<file path="src/hw/ioch_pkg.sv">
package ioch_pkg;

	localparam int CHAN_COUNT = 4;
	localparam int CHAN_MAX   = 8;

	// register byte offsets
	localparam logic [7:0] OFF_MODCTRL = 8'h00;
	localparam logic [7:0] OFF_CHSTAT  = 8'h04;
	localparam logic [7:0] OFF_IRQSTAT = 8'h08;
	localparam logic [7:0] OFF_IRQMASK = 8'h0c;
	localparam logic [7:0] OFF_CHCFG   = 8'h10;
	localparam int         CHCFG_STEP  = 4;

	// module control fields
	localparam int MOD_ACTIVE_BIT = 0;
	localparam int MOD_WDOFF_BIT  = 1;

	// channel status fields
	localparam int CHSTAT_OUT_LSB = 0;
	localparam int CHSTAT_INV_LSB = 8;
	localparam int CHSTAT_LF_LSB  = 16;
	localparam int CHSTAT_EN_LSB  = 24;

	// channel configuration fields
	localparam int CFG_TYPE_LSB   = 0;
	localparam int CFG_SIM_BIT    = 2;
	localparam int CFG_ERR_LSB    = 3;
	localparam int CFG_NEG_BIT    = 5;
	localparam int CFG_LFE_BIT    = 6;
	localparam int CFG_SUBST_BIT  = 7;
	localparam int CFG_SIMVAL_BIT = 8;
	localparam int CFG_SIMINV_BIT = 9;
	localparam int CFG_ACTIVE_BIT = 10;

	// interrupt status and mask layout
	localparam int IRQ_W      = 9;
	localparam int IRQ_LF_LSB = 0;
	localparam int IRQ_WD_BIT = 8;

	typedef enum logic [1:0] {
		type_dig_in  = 2'h0,
		type_dig_out = 2'h1,
		type_ana_in  = 2'h2,
		type_ana_out = 2'h3
	} ioch_type_t;

	localparam logic [7:0] CHAN_TYPES_DEFAULT = {type_ana_out, type_ana_in, type_dig_out, type_dig_in};

	typedef enum logic [1:0] {
		ERR_CURRENT = 2'h0,
		ERR_SUBST   = 2'h1,
		ERR_LAST    = 2'h2
	} ioch_err_t;

	localparam logic [1:0] ERR_RESERVED = 2'h3;

	typedef enum logic [1:0] {
		WD_OK    = 2'b00,
		WD_ARMED = 2'b01,
		WD_OFF   = 2'b11
	} ioch_wd_t;

	typedef struct packed {
		logic      sim;
		ioch_err_t errMode;
		logic      negate;
		logic      lfEn;
		logic      subst;
		logic      simVal;
		logic      simInv;
	} ioch_cfg_t;

	localparam ioch_cfg_t CFG_RESET = '{sim: 1'b0, errMode: ERR_CURRENT, negate: 1'b0,
		lfEn: 1'b1, subst: 1'b0, simVal: 1'b0, simInv: 1'b0};
	localparam logic MODACT_RESET = 1'b0;

	// watchdog timing
	localparam int FAIL_LIMIT   = 3;
	localparam int WD_TIME_MS   = 500;
	localparam int CLK_FREQ_KHZ = 200000;
	localparam int WD_CYCLES    = WD_TIME_MS * CLK_FREQ_KHZ;

endpackage : ioch_pkg

</file>
<file path="src/hw/ioch_sync.sv">
`timescale 1ns/1ps
`default_nettype none
module ioch_sync #(
	parameter int WIDTH = 1
) (
	input  wire logic             ref_clk,
	input  wire logic             reset,
	input  wire logic [WIDTH-1:0] din,
	output logic      [WIDTH-1:0] dout
);

	if (WIDTH < 1) begin : g_bad
		$error("ioch_sync: WIDTH must be at least 1");
	end

	typedef struct packed {
		logic [WIDTH-1:0] meta;
		logic [WIDTH-1:0] stable;
	} ioch_sync_t;

	ioch_sync_t state_reg;
	ioch_sync_t state_next;

	always_comb begin
		state_next.meta = din;
		state_next.stable = state_reg.meta;
		if (reset) begin
			state_next = '0;
		end
	end

	always_ff @(posedge ref_clk) begin
		state_reg <= state_next;
	end

	assign dout = state_reg.stable;

endmodule : ioch_sync
`default_nettype wire

</file>
<file path="src/hw/ioch_watchdog.sv">
`timescale 1ns/1ps
`default_nettype none
module ioch_watchdog #(
	parameter int WD_CYCLES = ioch_pkg::WD_CYCLES
) (
	input  wire logic ref_clk,
	input  wire logic reset,
	input  wire logic commFail,
	input  wire logic commOk,
	output logic      expired
);

	localparam int TW = $clog2(WD_CYCLES + 1);

	if (WD_CYCLES < 1) begin : g_bad
		$error("ioch_watchdog: WD_CYCLES must be at least 1");
	end

	typedef struct packed {
		ioch_pkg::ioch_wd_t st;
		logic [1:0]         failCnt;
		logic [TW-1:0]      timer;
	} ioch_wdst_t;

	ioch_wdst_t state_reg;
	ioch_wdst_t state_next;

	always_comb begin
		state_next = state_reg;
		unique case (state_reg.st)
			ioch_pkg::WD_OK: begin
				if (commFail) begin
					if (state_reg.failCnt == 2'(ioch_pkg::FAIL_LIMIT - 1)) begin
						state_next.st = ioch_pkg::WD_ARMED;
						state_next.timer = '0;
					end else begin
						state_next.failCnt = state_reg.failCnt + 2'h1;
					end
				end
			end
			ioch_pkg::WD_ARMED: begin
				if (state_reg.timer == TW'(WD_CYCLES - 1)) begin
					state_next.st = ioch_pkg::WD_OFF;
				end else begin
					state_next.timer = state_reg.timer + TW'(1);
				end
			end
			ioch_pkg::WD_OFF: begin
				state_next.st = ioch_pkg::WD_OFF;
			end
			default: begin
				state_next.st = ioch_pkg::WD_OK;
			end
		endcase
		// any good exchange breaks the run of failures
		if (commOk) begin
			state_next.st = ioch_pkg::WD_OK;
			state_next.failCnt = 2'h0;
			state_next.timer = '0;
		end
		if (reset) begin
			state_next = '0;
		end
	end

	always_ff @(posedge ref_clk) begin
		state_reg <= state_next;
	end

	assign expired = (state_reg.st == ioch_pkg::WD_OFF);
endmodule : ioch_watchdog
`default_nettype wire

</file>
<file path="src/hw/ioch_signal_handler.sv">
// Implementation choices: register access over APB and the register offsets.
`timescale 1ns/1ps
`default_nettype none
module ioch_signal_handler #(
	parameter int                  NUM_CH     = ioch_pkg::CHAN_COUNT,
	parameter logic [2*NUM_CH-1:0] CHAN_TYPES = (2*NUM_CH)'(ioch_pkg::CHAN_TYPES_DEFAULT),
	parameter int                  WD_CYCLES  = ioch_pkg::WD_CYCLES
) (
	input  wire logic              ref_clk,
	input  wire logic              reset,
	input  wire logic              psel,
	input  wire logic              penable,
	input  wire logic              pwrite,
	input  wire logic [7:0]        paddr,
	input  wire logic [31:0]       pwdata,
	output logic      [31:0]       prdata,
	output logic                   pready,
	output logic                   pslverr,
	input  wire logic [NUM_CH-1:0] busValue,
	input  wire logic [NUM_CH-1:0] busInvalid,
	input  wire logic              commFail,
	input  wire logic              commOk,
	input  wire logic [NUM_CH-1:0] leadBreak,
	input  wire logic [NUM_CH-1:0] shortCircuit,
	output logic      [NUM_CH-1:0] chanOut,
	output logic      [NUM_CH-1:0] chanInvalid,
	output logic      [NUM_CH-1:0] chanLineFault,
	output logic      [NUM_CH-1:0] chanEnable,
	output logic                   irq
);

	if (NUM_CH < 1 || NUM_CH > ioch_pkg::CHAN_MAX) begin : g_bad
		$error("ioch_signal_handler: NUM_CH must be 1 to 8");
	end

	typedef struct packed {
		logic                                modActive;
		ioch_pkg::ioch_cfg_t [NUM_CH-1:0]    cfg;
		logic [NUM_CH-1:0]                   lastValid;
		logic [NUM_CH-1:0]                   chOut;
		logic [NUM_CH-1:0]                   chInval;
		logic [NUM_CH-1:0]                   chLf;
		logic [NUM_CH-1:0]                   chEn;
		logic                                wdSeen;
		logic [ioch_pkg::IRQ_W-1:0]          irqStat;
		logic [ioch_pkg::IRQ_W-1:0]          irqMask;
		logic [31:0]                         rdata;
		logic                                slvErr;
	} ioch_state_t;

	ioch_state_t                state_reg;
	ioch_state_t                state_next;
	logic                       wdOff;
	logic [2*NUM_CH-1:0]        faultSync;
	logic [NUM_CH-1:0]          rawSrc;
	logic [NUM_CH-1:0]          invIn;
	logic [NUM_CH-1:0]          errNow;
	logic [NUM_CH-1:0]          chVal;
	logic [NUM_CH-1:0]          lfNow;
	logic                       enNow;
	logic                       hit;
	logic                       wrAcc;
	logic [31:0]                rd;
	logic [ioch_pkg::IRQ_W-1:0] irqSet;
	logic [ioch_pkg::IRQ_W-1:0] irqClr;

	ioch_watchdog #(
		.WD_CYCLES (WD_CYCLES)
	) u_watchdog (
		.ref_clk  (ref_clk),
		.reset    (reset),
		.commFail (commFail),
		.commOk   (commOk),
		.expired  (wdOff)
	);

	// field fault lines from the pins pass a two-stage synchronizer first
	ioch_sync #(
		.WIDTH (2 * NUM_CH)
	) u_faultSync (
		.ref_clk (ref_clk),
		.reset   (reset),
		.din     ({shortCircuit, leadBreak}),
		.dout    (faultSync)
	);

	always_comb begin
		state_next = state_reg;
		hit = 1'b0;
		rd = '0;
		irqSet = '0;
		irqClr = '0;
		rawSrc = '0;
		invIn = '0;
		errNow = '0;
		chVal = '0;
		lfNow = '0;
		wrAcc = psel && penable && pwrite && !state_reg.slvErr;
		enNow = state_reg.modActive && !wdOff;

		if (paddr == ioch_pkg::OFF_MODCTRL) begin
			hit = 1'b1;
			rd[ioch_pkg::MOD_ACTIVE_BIT] = state_reg.modActive;
			rd[ioch_pkg::MOD_WDOFF_BIT] = wdOff;
			if (wrAcc) begin
				state_next.modActive = pwdata[ioch_pkg::MOD_ACTIVE_BIT];
			end
		end
		if (paddr == ioch_pkg::OFF_CHSTAT) begin
			hit = 1'b1;
			rd[ioch_pkg::CHSTAT_OUT_LSB +: NUM_CH] = state_reg.chOut;
			rd[ioch_pkg::CHSTAT_INV_LSB +: NUM_CH] = state_reg.chInval;
			rd[ioch_pkg::CHSTAT_LF_LSB +: NUM_CH] = state_reg.chLf;
			rd[ioch_pkg::CHSTAT_EN_LSB +: NUM_CH] = state_reg.chEn;
		end
		if (paddr == ioch_pkg::OFF_IRQSTAT) begin
			hit = 1'b1;
			rd[ioch_pkg::IRQ_W-1:0] = state_reg.irqStat;
			if (wrAcc) begin
				irqClr = pwdata[ioch_pkg::IRQ_W-1:0];
			end
		end
		if (paddr == ioch_pkg::OFF_IRQMASK) begin
			hit = 1'b1;
			rd[ioch_pkg::IRQ_W-1:0] = state_reg.irqMask;
			if (wrAcc) begin
				state_next.irqMask = pwdata[ioch_pkg::IRQ_W-1:0];
			end
		end
		for (int i = 0; i < NUM_CH; i++) begin
			if (paddr == ioch_pkg::OFF_CHCFG + 8'(ioch_pkg::CHCFG_STEP * i)) begin
				hit = 1'b1;
				rd[ioch_pkg::CFG_TYPE_LSB +: 2] = CHAN_TYPES[2*i +: 2];
				rd[ioch_pkg::CFG_SIM_BIT] = state_reg.cfg[i].sim;
				rd[ioch_pkg::CFG_ERR_LSB +: 2] = state_reg.cfg[i].errMode;
				rd[ioch_pkg::CFG_NEG_BIT] = state_reg.cfg[i].negate;
				rd[ioch_pkg::CFG_LFE_BIT] = state_reg.cfg[i].lfEn;
				rd[ioch_pkg::CFG_SUBST_BIT] = state_reg.cfg[i].subst;
				rd[ioch_pkg::CFG_SIMVAL_BIT] = state_reg.cfg[i].simVal;
				rd[ioch_pkg::CFG_SIMINV_BIT] = state_reg.cfg[i].simInv;
				rd[ioch_pkg::CFG_ACTIVE_BIT] = state_reg.chEn[i];
				if (wrAcc) begin
					state_next.cfg[i].sim = pwdata[ioch_pkg::CFG_SIM_BIT];
					// a reserved code leaves the previous strategy in place
					if (pwdata[ioch_pkg::CFG_ERR_LSB +: 2] != ioch_pkg::ERR_RESERVED) begin
						state_next.cfg[i].errMode =
							ioch_pkg::ioch_err_t'(pwdata[ioch_pkg::CFG_ERR_LSB +: 2]);
					end
					state_next.cfg[i].negate = pwdata[ioch_pkg::CFG_NEG_BIT];
					state_next.cfg[i].lfEn = pwdata[ioch_pkg::CFG_LFE_BIT];
					state_next.cfg[i].subst = pwdata[ioch_pkg::CFG_SUBST_BIT];
					state_next.cfg[i].simVal = pwdata[ioch_pkg::CFG_SIMVAL_BIT];
					state_next.cfg[i].simInv = pwdata[ioch_pkg::CFG_SIMINV_BIT];
				end
			end
		end
		// read data is captured in the setup cycle so the access phase needs no wait
		if (psel && !penable) begin
			state_next.rdata = rd;
			state_next.slvErr = !hit;
		end

		for (int i = 0; i < NUM_CH; i++) begin
			rawSrc[i] = state_reg.cfg[i].sim ? state_reg.cfg[i].simVal : busValue[i];
			invIn[i] = state_reg.cfg[i].sim ? state_reg.cfg[i].simInv : busInvalid[i];
			chVal[i] = rawSrc[i] ^ state_reg.cfg[i].negate;
			// line faults are deliberately kept out of the error term
			errNow[i] = wdOff || invIn[i];
			lfNow[i] = state_reg.cfg[i].lfEn && (faultSync[i] || faultSync[NUM_CH+i]);
			if (!errNow[i]) begin
				state_next.lastValid[i] = chVal[i];
				state_next.chOut[i] = chVal[i];
			end else begin
				unique case (state_reg.cfg[i].errMode)
					ioch_pkg::ERR_CURRENT: state_next.chOut[i] = chVal[i];
					ioch_pkg::ERR_SUBST:   state_next.chOut[i] = state_reg.cfg[i].subst;
					ioch_pkg::ERR_LAST:    state_next.chOut[i] = state_reg.lastValid[i];
					default:               state_next.chOut[i] = state_reg.cfg[i].subst;
				endcase
			end
			state_next.chInval[i] = errNow[i];
			if (!enNow) begin
				state_next.chOut[i] = 1'b0;
			end
			state_next.chEn[i] = enNow;
			state_next.chLf[i] = lfNow[i];
			irqSet[ioch_pkg::IRQ_LF_LSB + i] = lfNow[i] && !state_reg.chLf[i];
		end
		irqSet[ioch_pkg::IRQ_WD_BIT] = wdOff && !state_reg.wdSeen;
		state_next.wdSeen = wdOff;
		// a new event beats a clear written in the same cycle
		state_next.irqStat = (state_reg.irqStat & ~irqClr) | irqSet;

		if (reset) begin
			state_next = '0;
			state_next.modActive = ioch_pkg::MODACT_RESET;
			for (int i = 0; i < NUM_CH; i++) begin
				state_next.cfg[i] = ioch_pkg::CFG_RESET;
			end
		end
	end

	always_ff @(posedge ref_clk) begin
		state_reg <= state_next;
	end

	assign prdata = state_reg.rdata;
	assign pready = psel && penable;
	assign pslverr = psel && penable && state_reg.slvErr;
	assign chanOut = state_reg.chOut;
	assign chanInvalid = state_reg.chInval;
	assign chanLineFault = state_reg.chLf;
	assign chanEnable = state_reg.chEn;
	assign irq = |(state_reg.irqStat & state_reg.irqMask);

	for (genvar i = 0; i < NUM_CH; i++) begin : g_chk

	end
endmodule : ioch_signal_handler
`default_nettype wire

</file>
<file path="config.mk">
export PLATFORM = sky130hd
export DESIGN_NAME = ioch_signal_handler
export DESIGN_NICKNAME = d
export VERILOG_FILES = /design/src/hw/ioch_pkg.sv /design/src/hw/ioch_sync.sv /design/src/hw/ioch_watchdog.sv /design/src/hw/ioch_signal_handler.sv
export SDC_FILE = /design/constraint.sdc
export NUM_CORES = 1
export LEC_CHECK = 0
export ABC_AREA = 1
export BUFFER_PORTS_ARGS = -buffer_cell sky130_fd_sc_hd__buf_2
export CORE_MARGIN = 2
export CORE_UTILIZATION = 33
export CTS_CLUSTER_DIAMETER = 150
export DETAILED_ROUTE_END_ITERATION = 12
export PLACE_DENSITY = 0.56
export SLEW_MARGIN = 0
export SYNTH_ARGS = -nofsm -noshare
export SYNTH_HDL_FRONTEND = slang
export SYNTH_SLANG_ARGS = --single-unit
</file>
<file path="constraint.sdc">
create_clock -name ref_clk -period 1.9 [get_ports ref_clk]
set_input_delay 0.095 -clock ref_clk [delete_from_list [all_inputs] [get_ports ref_clk]]
set_output_delay 0.095 -clock ref_clk [all_outputs]
set_load 0.03 [all_outputs]
</file>
==> impl_results.md <==
- Outcome: complete, no violations
- DP HPWL: 14800 microns
- Hold Path Sink: state_reg[72]$_SDFFE_PP0P_
- P per Cell Area: approximately 850 nW/um^2
- Slew @ Worst Pin: 0.635 ns
- Register-to-Register Path Depth: 10
- Critical Path Max Stage Delay: 0.33 ns
- HP Start: pwdata[9]
- Initial Util: 0.337
- Max Slew Vio Count: 0
- WS Path Type: flop to output port
- Post-Synthesis Cells: roughly 1000
- Post-synthesis cell type count: 40
- Share of layout cells above drive strength 1: 0.175
- Ys async rst share: 0
- Reg2Reg Setup Slack: 0.23 ns
- CTS clk-pin slew, worst paths: around 0.070 ns
- Placeable Area: slightly above 20000 sq um
- Final period utilization: 0.911
- Critical Path AT: 1.64 ns
- Slew Limit Headroom: 0.576
- CP Buf/Inv Count: 1
- Synthesized cell area: 6850 sq um
- Gpl congestion: 0.847
- Die area: ~22000 sq um
- Reg-to-reg endpoint: u_watchdog.state_reg[22]$_SDFFE_PP0P_
- Clk root buf: clkbuf_16
- Final wirelength: 19800 microns
- DIE WIDTH: 148 microns
- Most area-consuming cells after synthesis: dfxtp_1, nand2_1, nor2_1, a21oi_1, inv_1
- Drt via density: 4.73
- ANT cells: 0
- Top delay family on crit path: compound AO/OA/AOI/OAI gates
- Initial antenna violation count: 0
- Setup TNS: 0 ns
- # setup viols final: 0
- Synth Register Bits: 134
- Hold WC Path Type: primary input to flop
- Number of flip-flops in the largest register: 57
- P&R area growth vs syn: 18.8%
- First-pass GRT wire length: 30900 microns
- Share of the synthesized area in the top cell type: 0.392
- Setup Skew: 0.0105 ns
- Num CTS Buffers: 17
- Grt total ovfl: 0
- Largest net degree at the start of global routing: 38
- # H-tree levels: 4
- Leakage power: 0.00333 uW
- F_max: ~0.58 GHz
- Max Cap Viol: 0
- Placement Rows: between 50 and 60
- WHS: 0.0149 ns
- Slowest CP cell: dfxtp_1
- Yosys warning count: 0
- CTS tree: yes
- IO Port Bufs: 79
- Io pins: 114
- RSZ-0062 raised after global routing: no
- Crit-path cells: a22o_1 -> a221oi_1 -> nand3_1 -> buf_2
- Filler cells: 2197
- Antenna viol nets, final: 0
- Startpoint Class: flop
- Most frequent cells in the layout: nand2_1, nor2_1, dfxtp_1
- CTS max path bufs: 2
- Sink Count: 134
- First-pass DRT Iterations: 5
- Die height: 148 microns
- DRC viols: 0
- Synth area leader: dfxtp_1
- Critical Path Source: state_reg[46]$_SDFF_PP0_
- Kind of end point of the critical path: output port
- Post-CTS setup buffers: 0
- Post-synth EDFFs: 0
- Layout Nets: 1153
- Commonest register cell after synthesis: dfxtp_1
- Per-cell routed wire length: about 14 microns
- Via count: 6483
- Maximum vdd drop: slightly below 0.4 mV
- CP max FO: 3
- Period minus WS final: 1.73 ns
- Post-synthesis sequential area ratio: 0.392
- Worst-skew pair later-pin latency: ~0.43 ns
- Syn_area_per_cell: 6.78 sq um
- Final hold vios: 0
- Reg2reg start: u_watchdog.state_reg[1]$_SDFFE_PP0P_
- Initial DRC count: between 400 and 500
- Global Route Usage Sum: 0.181
- Hold Path Depth: 3
- Critical path required time: 1.80 ns
- Commonest non-fill, non-tap cell in the layout: nand2_1
- Vias in the first global route: 5883
==> cells in the mapped netlist (8+ instances only) <==
library cell	number
nor2_2	9
a21oi_1	76
dfxtp_1	134
nand2_1	225
nor2_4	8
o21ai_0	63
clkbuf_1	16
o211ai_1	8
nand2_2	10
buf_4	48
nand3_1	69
nor2_1	162
inv_1	99
nand4_1	8
xor2_1	9
inv_2	9
==> worst reg2reg max path, stage by stage, from the launching register on <==
cell and delay, ns:
dfxtp_1 0.37, ha_1 0.20, inv_2 0.07, nor2_4 0.13
nand2_4 0.08, nor2_2 0.10, nand3_2 0.13, nand2_8 0.22
nor2_1 0.09, nor2_1 0.09, nor2_1 0.04
==> per-layer routing <==
| metal | GRT usage | vias up | part of all wire | wire (microns) |
|---|---|---|---|---|
| met1 | 0.259 | 2936 | 0.49 | 9720 |
| met4 | 0.0676 | 0 | 0.018 | 360 |
| li1 | - | 3332 | - | - |
| met2 | 0.278 | 189 | 0.43 | 8540 |
| met5 | 0 | - | 0 | 0 |
| met3 | 0.0276 | 26 | 0.060 | 1200 |
==> timing repair <==
action	4_1_cts	5_1_grt
hold buffers	13	0
endpoints found under the setup margin	0	3
resized for setup	0	1
hold endpoints to repair	16	0
==> cell type report <==
type	count	area, sq um	share of cell area
clock buffer	17	425	0.0523
inverter	110	413	0.0508
timing repair buffer	119	728	0.0895
clock inverter	15	213	0.0261
tap	270	338	0.0415
multi-input combinational	706	3330	0.410
sequential	134	2680	0.330
==> power by group <==
part / leakage (uW) / switching, uW / internal, uW
Sequential: 0.00109 / 29.6 / 2860
Clock: 0.000307 / 1420 / 2130
Combinational: 0.00193 / 328 / 141
Total: 0.00333 / 1780 / 5130
==> worst max-delay path by stage <==
stage / to / slack [ns] / cells past startpoint
3_5_place_dp: u_watchdog.state_reg[26]$_SDFFE_PP0P_ / 0.16 / 10
3_3_place_gp: u_watchdog.state_reg[26]$_SDFFE_PP0P_ / 0.18 / 10
6_report: irq / 0.17 / 4
4_1_cts: u_watchdog.state_reg[26]$_SDFFE_PP0P_ / 0.15 / 10
2_1_floorplan: u_watchdog.state_reg[26]$_SDFFE_PP0P_ / 0.22 / 11
5_1_grt: u_watchdog.state_reg[22]$_SDFFE_PP0P_ / 0.04 / 10
==> through the flow <==
step	power [uW]	utilization	worst slack (ns)	std cells	cell area, sq um
after floorplan	3280	-	0.223	1021	6890
after global placement	3400	0.362	0.178	1326	7360
after detailed placement	3400	0.362	0.165	1326	7360
after CTS	6960	0.400	0.154	1371	8130
after global routing	7120	0.401	0.0364	1371	8130
final	6920	0.401	0.170	1371	8130
==> cells by family (layout without fill, tap and decap cells) <==
group	count (synthesis)	after routing	synth area share
AND/OR/NAND/NOR	512	512	0.325
buffers and inverters	181	261	0.129
AO/OA/AOI/OAI	171	171	0.138
flip-flops	134	134	0.392
XOR/XNOR	9	9	0.0115
adder cells (fa/ha/maj)	2	2	0.00365
other	1	12	0.000548
(Power assumes the default switching activity.)
